--- src/gdnap_pkg.sv ---
// package for the non-adaptive gate drive phase control block
package gdnap_pkg;
    // gate control mode encodings
    localparam logic [1:0] MODE_NO_PRE    = 2'h0;
    localparam logic [1:0] MODE_FIXED_PRE = 2'h1;
    localparam logic [1:0] MODE_ADAPT_1   = 2'h2;
    localparam logic [1:0] MODE_ADAPT_2   = 2'h3;
    // current code layout
    localparam int         CODE_W         = 6;
    localparam int         CODE_STEPS     = 64;
    localparam logic [5:0] CODE_MIN       = 6'h00;
    localparam logic [5:0] CODE_MAX       = 6'h3F;
    // reset values and delay width
    localparam logic [1:0] MODE_RST       = 2'h0;
    localparam logic [5:0] CODE_RST       = 6'h00;
    localparam logic [7:0] DELAY_RST      = 8'h00;
    localparam int         DELAY_W        = 8;
    // phase timer reset value
    localparam logic [7:0] TIMER_RST      = 8'h00;
    // phase states
    typedef enum logic [2:0] {
        GDNAP_IDLE, GDNAP_PRECHG, GDNAP_CHG, GDNAP_ON,
        GDNAP_PREDIS, GDNAP_DIS, GDNAP_OFF
    } gdnap_phase_t;
endpackage : gdnap_pkg

--- src/gdnap_top.sv ---
// phase sequencer and current code selection for one pwm gate driver
`timescale 1ns/100ps
`default_nettype none
module gdnap_top #(
    parameter int DELAY_W = gdnap_pkg::DELAY_W
) (
    // clock and reset
    input  wire logic               core_clk,
    input  wire logic               rst_n,
    // configuration
    input  wire logic [1:0]         gate_control_mode,
    input  wire logic [5:0]         charge_current_code,
    input  wire logic [5:0]         discharge_current_code,
    input  wire logic [5:0]         precharge_init_code,
    input  wire logic [5:0]         predischarge_init_code,
    input  wire logic [5:0]         adaptive_precharge_code,
    input  wire logic [5:0]         adaptive_predischarge_code,
    input  wire logic [7:0]         precharge_phase_time,
    input  wire logic [7:0]         predischarge_phase_time,
    input  wire logic [DELAY_W-1:0] target_delay_config,
    // pwm and gate feedback
    input  wire logic               pwm_in,
    input  wire logic               gate_on_reached,
    input  wire logic               gate_off_reached,
    // driver outputs
    output logic                    source_en,
    output logic                    sink_en,
    output logic [5:0]              drive_code,
    output logic                    adaptive_active,
    // status
    output logic [DELAY_W-1:0]      effective_delay_on,
    output logic [DELAY_W-1:0]      effective_delay_off
);
    gdnap_pkg::gdnap_phase_t state;
    gdnap_pkg::gdnap_phase_t next_state;
    logic [7:0]              timer;
    logic [7:0]              next_timer;
    logic [DELAY_W-1:0]      meas;
    logic [DELAY_W-1:0]      next_meas;
    logic [DELAY_W-1:0]      next_eff_on;
    logic [DELAY_W-1:0]      next_eff_off;
    logic                    pwm_q;
    logic                    non_adaptive;
    logic                    skip_pre;

    assign non_adaptive    = (gate_control_mode == gdnap_pkg::MODE_NO_PRE) ||
                             (gate_control_mode == gdnap_pkg::MODE_FIXED_PRE);
    assign adaptive_active = !non_adaptive;
    assign skip_pre = (gate_control_mode == gdnap_pkg::MODE_NO_PRE);

    // phase sequence and delay measurement
    always_comb
    begin
        next_state   = state;
        next_timer   = timer;
        next_meas    = meas;
        next_eff_on  = effective_delay_on;
        next_eff_off = effective_delay_off;
        if (meas != {DELAY_W{1'b1}})
            next_meas = meas + 1'b1; // saturates so a stuck gate reads max
        case (state)
            gdnap_pkg::GDNAP_IDLE,
            gdnap_pkg::GDNAP_OFF:
            begin
                if (pwm_in && !pwm_q)
                begin
                    next_meas  = '0;
                    next_timer = gdnap_pkg::TIMER_RST;
                    next_state = skip_pre ? gdnap_pkg::GDNAP_CHG
                                          : gdnap_pkg::GDNAP_PRECHG;
                end
            end
            gdnap_pkg::GDNAP_PRECHG:
            begin
                next_timer = timer + 8'h01;
                if (timer + 8'h01 >= precharge_phase_time)
                    next_state = gdnap_pkg::GDNAP_CHG;
            end
            gdnap_pkg::GDNAP_CHG:
            begin
                if (gate_on_reached)
                begin
                    next_eff_on = meas;
                    next_state  = gdnap_pkg::GDNAP_ON;
                end
            end
            gdnap_pkg::GDNAP_ON:
            begin
                if (!pwm_in && pwm_q)
                begin
                    next_meas  = '0;
                    next_timer = gdnap_pkg::TIMER_RST;
                    next_state = skip_pre ? gdnap_pkg::GDNAP_DIS
                                          : gdnap_pkg::GDNAP_PREDIS;
                end
            end
            gdnap_pkg::GDNAP_PREDIS:
            begin
                next_timer = timer + 8'h01;
                if (timer + 8'h01 >= predischarge_phase_time)
                    next_state = gdnap_pkg::GDNAP_DIS;
            end
            gdnap_pkg::GDNAP_DIS:
            begin
                if (gate_off_reached)
                begin
                    next_eff_off = meas;
                    next_state   = gdnap_pkg::GDNAP_OFF;
                end
            end
            default:
                next_state = gdnap_pkg::GDNAP_IDLE;
        endcase
    end

    // state registers
    always_ff @(posedge core_clk)
    begin
        if (!rst_n)
        begin
            state               <= gdnap_pkg::GDNAP_IDLE;
            timer               <= gdnap_pkg::TIMER_RST;
            meas                <= DELAY_W'(gdnap_pkg::DELAY_RST);
            effective_delay_on  <= DELAY_W'(gdnap_pkg::DELAY_RST);
            effective_delay_off <= DELAY_W'(gdnap_pkg::DELAY_RST);
            pwm_q               <= 1'b0;
        end
        else
        begin
            state               <= next_state;
            timer               <= next_timer;
            meas                <= next_meas;
            effective_delay_on  <= next_eff_on;
            effective_delay_off <= next_eff_off;
            pwm_q               <= pwm_in;
        end
    end

    // current code per phase; target delay is not used to steer codes
    always_comb
    begin
        source_en  = 1'b0;
        sink_en    = 1'b0;
        drive_code = gdnap_pkg::CODE_MIN;
        case (state)
            gdnap_pkg::GDNAP_PRECHG:
            begin
                source_en = 1'b1;
                drive_code = non_adaptive ? precharge_init_code
                                          : adaptive_precharge_code;
            end
            gdnap_pkg::GDNAP_CHG:
            begin
                source_en = 1'b1;
                drive_code = charge_current_code;
            end
            gdnap_pkg::GDNAP_PREDIS:
            begin
                sink_en = 1'b1;
                drive_code = non_adaptive ? predischarge_init_code
                                          : adaptive_predischarge_code;
            end
            gdnap_pkg::GDNAP_DIS:
            begin
                sink_en = 1'b1;
                drive_code = discharge_current_code;
            end
            default:
                drive_code = gdnap_pkg::CODE_MIN; // code 0 is 0.5 mA
        endcase
    end
    // combinational pick above; target unused in this block
    logic unused_target;
    assign unused_target = ^target_delay_config;
endmodule : gdnap_top
`default_nettype wire

--- config.mk ---
export PLATFORM = sky130hd
export DESIGN_NAME = gdnap_top
export DESIGN_NICKNAME = d
export VERILOG_FILES = /design/src/gdnap_pkg.sv /design/src/gdnap_top.sv
export SDC_FILE = /design/constraint.sdc
export NUM_CORES = 1
export LEC_CHECK = 0
export BUFFER_PORTS_ARGS = -buffer_cell sky130_fd_sc_hd__buf_2
export CORE_AREA = 5 5 131 83
export DETAILED_ROUTE_END_ITERATION = 6
export DIE_AREA = 0 0 136 88
export GPL_TIMING_DRIVEN = 0
export SYNTH_ARGS = -nofsm -noshare
export SYNTH_HDL_FRONTEND = slang
export SYNTH_SLANG_ARGS = --single-unit
--- constraint.sdc ---
create_clock -name core_clk -period 4.15 [get_ports core_clk]
set_clock_uncertainty 0.1 [all_clocks]
set_input_delay 0.2075 -clock core_clk [delete_from_list [all_inputs] [get_ports core_clk]]
set_output_delay 0.2075 -clock core_clk [all_outputs]
set_load 0.005 [all_outputs]
======== Word-level counts from Yosys, hierarchy flattened ========
Index checks and enable logic that the tools add are counted.
storage, ports and cells
  register bits after elaboration ......... 36
  input port bits ......................... 67
  output and inout port bits .............. 25
operators by class
  add/subtract/negate cells ............... 2
  $lt $le $gt $ge ......................... 2
  eq/ne operators ......................... 14
  mux-type cells .......................... 21
  reductions and logical operators ........ 17
operator list
  kind                                                                    number
  8-bit two-way mux                                                       5
  6-bit one-hot mux with 4 select lines                                   1
  8-bit one-hot mux with 3 select lines                                   1
  3-bit two-way mux                                                       6
  3-bit one-hot mux with 6 select lines                                   1
  8-bit by 1-bit adder with 8-bit output (second input constant)          2
  8-bit greater-or-equal comparator                                       2
  8-bit one-hot mux with 2 select lines                                   1
  6-bit two-way mux                                                       2
  2-bit != test (second input constant)                                   6
  3-bit equality test (second input constant)                             3
  8-bit != test (second input constant)                                   1
  2-bit OR reduction                                                      4
  3-bit by 2-bit equality test with 1-bit output (second input constant)  2
  6-bit AND reduction                                                     1
  2-bit AND reduction                                                     2
  3-bit by 1-bit equality test with 1-bit output (second input constant)  1
  1-bit zero test                                                         3
  3-bit zero test                                                         1
  1-bit two-way mux                                                       3
  3-bit AND reduction                                                     1
  3-bit nonzero test                                                      1
  2-bit by 1-bit equality test with 1-bit output (second input constant)  1
  1-bit logical AND                                                       2
  other kinds (3)                                                         3

======== Longest topological paths before layout ========
  word-level depth ........................ 4
  mapped depth ............................ 11
  mapped depth without buffers ............ 11

======== Least setup slack after synthesis ========
No wires, ideal clock.
  kind .................................... reg2reg
  start ................................... reg timer[0]
  end ..................................... reg state[1]
  library setup time ...................... 125 ps
  arrival time ............................ 2669 ps
  required time ........................... 3925 ps
  setup slack ............................. 1256 ps
  stages on the path, launching flop included .. 12
  path buffers ............................ 0
  period minus slack after synthesis ...... 2894 ps
  cell sequence ........................... dfxtp_1 ha_1 nand3_1 nor2_1 xor2_1 ha_1 a21o_1 a2111oi_0 o211ai_1 nand4_2 mux2i_1 o41a_1
on the way
  cells in the longest elaborated chain, start to end .. 4
  elaborated cells on any way between the ends .. 6
RTL lines
  what                                                         RTL line                           source
  start, declared                                              gdnap_top.sv:36                    logic [7:0] timer;
  start signal, assigned                                       gdnap_top.sv:122                   timer <= gdnap_pkg::TIMER_RST;
  start signal, assigned                                       gdnap_top.sv:131                   timer <= next_timer;
  8-bit by 1-bit adder with 8-bit output *                     gdnap_top.sv:76, gdnap_top.sv:100
  8-bit greater-or-equal comparator, on equally long branches  gdnap_top.sv:100, gdnap_top.sv:76
  2-bit != test (no line)                                      -
  6-bit AND reduction (no line) *                              -
  end signal, assigned                                         gdnap_top.sv:121                   state <= gdnap_pkg::GDNAP_IDLE;
  end signal, assigned                                         gdnap_top.sv:130                   state <= next_state;
  end, declared                                                gdnap_top.sv:34                    gdnap_pkg::gdnap_phase_t state;
Every way passes the cells marked *; elsewhere a longest branch is shown, timed or not.
A chain may end at the register's enable or synchronous reset.

======== Worst setup path after layout ========
Ends and elaborated chain as after synthesis.

==> impl_metrics.json <==
{
  "status": "complete, no violations",
  "die_area_sq_um": 12000,
  "crit_path_end_kind": "register",
  "rows": 28,
  "required_ps": 4210,
  "coreArea_sq_um": 9560,
  "drt-total-wl_um": 6780,
  "min_path_cells": 2,
  "synth_cells": 284,
  "clk_pin_slew_ps": 60,
  "n_fill_cell": 1029,
  "p_seq_share_pct": 30.4,
  "yosysMostFrequentCell": "nand2_1",
  "hold_viol_final": 0,
  "antenna_found_initial": 0,
  "synth_top_cell_area_share_pct": 31.2,
  "worst_pin_slew_ps": 896,
  "fp.dieW_um": 136,
  "hpwl_um": 5560,
  "switchingPower_mw": 0.525,
  "grt_max_degree": 13,
  "fin_setup_tns_ps": 0,
  "yosys_warnings": 0,
  "worstPathMaxFanout": 6,
  "synthTopCellsByArea": "dfxtp_1 (31%), ha_1 (9.7%), a22oi_1 (7.1%)",
  "timing.final.crit_period_ps": 3280,
  "combPwrFrac_pct": 43.0,
  "syn_area_sq_um": 2310,
  "p_clk_share_pct": 26.6,
  "start_util_pct": 24.2,
  "relSlewSlack_pct": 39.8,
  "drc": 0,
  "ios": 92,
  "dp_slack_ps": 817,
  "htreeDepth": 2,
  "numCtsBuffers": 5,
  "cts_root_buffer": "clkbuf_16",
  "fmax_mhz": 305,
  "ys_seq_area_share_pct": 31.2,
  "synth_cell_types": 47,
  "port_buffers": 82,
  "critPathArrivalTime_ps": 3340,
  "rsz0062_at_grt": "no",
  "grt_first_pass_wirelength_um": 10800,
  "ys_ff_latch": 36,
  "route.met3.wl_um": 688,
  "wl_per_cell_um": 13.3,
  "ant_nets": 0,
  "cts_buffer_depth": 2,
  "avgSynthCellArea_sq_um": 8.15,
  "drtIter0Drc": 100,
  "met2_length_um": 2800,
  "syn-num-nets": 369,
  "synthTopCellsByCount": "nand2_1 (43), dfxtp_1 (36), a22oi_1 (22)",
  "leakage_nw": 1.37,
  "met1Wirelength_um": 3270,
  "maxCapViolations": 0,
  "p_int_mw": 0.837,
  "p_sw_share_pct": 38.6,
  "slew_violations": 0,
  "nNetsFinal": 458,
  "cts_resized": 0,
  "hp-class": "in -> reg",
  "ir_drop_v": 0.000143,
  "synth_edf_count": 0,
  "cts_tree": "built",
  "track_usage_pct": 11.1,
  "yosys.area.top_type": "dfxtp_1",
  "synthArstFlopShare_pct": 0,
  "drt_pass1_iterations": 4,
  "fin_util_pct": 31.8,
  "area_delta_synth_final_pct": 31.3,
  "insertion_delay_ps": 270,
  "critPathKind": "reg -> reg",
  "setup_ws_ps": 870,
  "cts.sinks": 36,
  "die_h_um": 88,
  "overflow": 0,
  "fin_crit_sh_pct": 79.0,
  "ctsHoldBuffers": 0,
  "synthFlopType": "dfxtp_1",
  "vias": 2396,
  "post_cts_buffers": 0,
  "gp_congestion": 0.824,
  "setup_viol": 0,
  "grt_pass1_vias": 2316,
  "routed_via_density": 4.71,
  "crit_path_start_kind": "register",
  "antenna_cells": 0,
  "drive_above_1_share_pct": 25.9,
  "reg2reg_depth": 11,
  "power_density_nw_per_um2": 449,
  "top_layer": "met4"
}
layer usage:
metal | GRT usage, % | vias up
met2 | 17.9 | 85
met3 | 4.25 | 2
met4 | 1.65 | 0
met1 | 14.6 | 1109
li1 | - | 1200
met5 | 0 | -
cell type report:
class                      instances  area (sq um)  area share [%]
clock buffer                       5           125            4.12
sequential                        36           721            23.7
buffer                            12          55.1            1.81
timing repair buffer              82           410            13.5
inverter                          19          71.3            2.35
multi-input combinational        217          1470            48.3
tap                              135           169            5.56
clock inverter                     3          18.8           0.618
per-stage QoR:
| step | power, mW | hold slack [ps] | cell area (sq um) | instances |
|---|---|---|---|---|
| finish | 1.36 | 69.7 | 3040 | 509 |
| global route | 1.47 | 64.6 | 3040 | 509 |
| CTS | 1.37 | 65.4 | 3040 | 509 |
| detailed placement | 1.00 | 353 | 2890 | 501 |
| global placement | 0.989 | 342 | 2890 | 501 |
| floorplan | 0.806 | 229 | 2310 | 284 |
sequential cells by signal, summed over array words and instances (netlist names):
register / flops
pwm_q: 1
state: 3
effective_delay_on: 8
effective_delay_off: 8
meas: 8
timer: 8
kinds of logic after synthesis:
group | count (synthesis) | synth area share [%]
buf+inv | 31 | 5.46
fa+ha+maj | 18 | 9.74
simple gates | 107 | 22.6
flops | 36 | 31.2
xor+xnor | 10 | 3.79
mux | 4 | 1.73
compound gates | 78 | 25.6
final timing paths:
| check | from | to | slack, ps |
|---|---|---|---|
| max | timer[0] | state[1] | 870 |
| min | pwm_in | pwm_q | 70 |
| max reg2reg | timer[0] | state[1] | 870 |
| min reg2reg | effective_delay_off[2] | effective_delay_off[2] | 360 |
critical path: stages, from the launching register on:
cell and delay (ps):
dfxtp_1 420, ha_1 250, nand3_1 180, nor2_1 170, xor2_1 280, ha_1 310
a21o_1 190, a2111oi_0 410, o211ai_1 190, nand4_2 180, mux2i_1 90, o41a_1 400
power by group through the flow:
stage                     logic (mW)  clock network (mW)  registers, mW
after floorplan                0.395                   0          0.411
after global placement         0.569                   0          0.420
after detailed placement       0.582                   0          0.422
after CTS                      0.586               0.375          0.414
after global routing           0.654               0.393          0.422
final                          0.586               0.362          0.415
cell usage in the layout (no fill, tap or decap), types with 2 or more instances in the layout:
cell type	Yosys	routed
a21boi_0	19	19
o31ai_1	2	2
buf_2	2	84
a2111oi_0	3	3
nand2_1	43	43
a22oi_1	22	22
dfxtp_1	36	36
o221ai_1	6	6
nand4_1	4	4
nand3b_1	4	4
o21a_1	3	3
nand2b_1	6	6
and2_1	3	3
xnor2_1	3	3
o21ai_0	7	7
clkinv_2	0	2
xor2_1	7	7
clkbuf_1	8	8
a21oi_1	4	4
ha_1	18	18
inv_1	19	19
mux2i_1	4	4
nand3_1	5	5
nor2b_1	8	8
and3_1	4	4
nor3_1	5	5
clkbuf_16	0	5
nor2_1	18	18
Note: power is estimated with default switching activity, not from simulation.
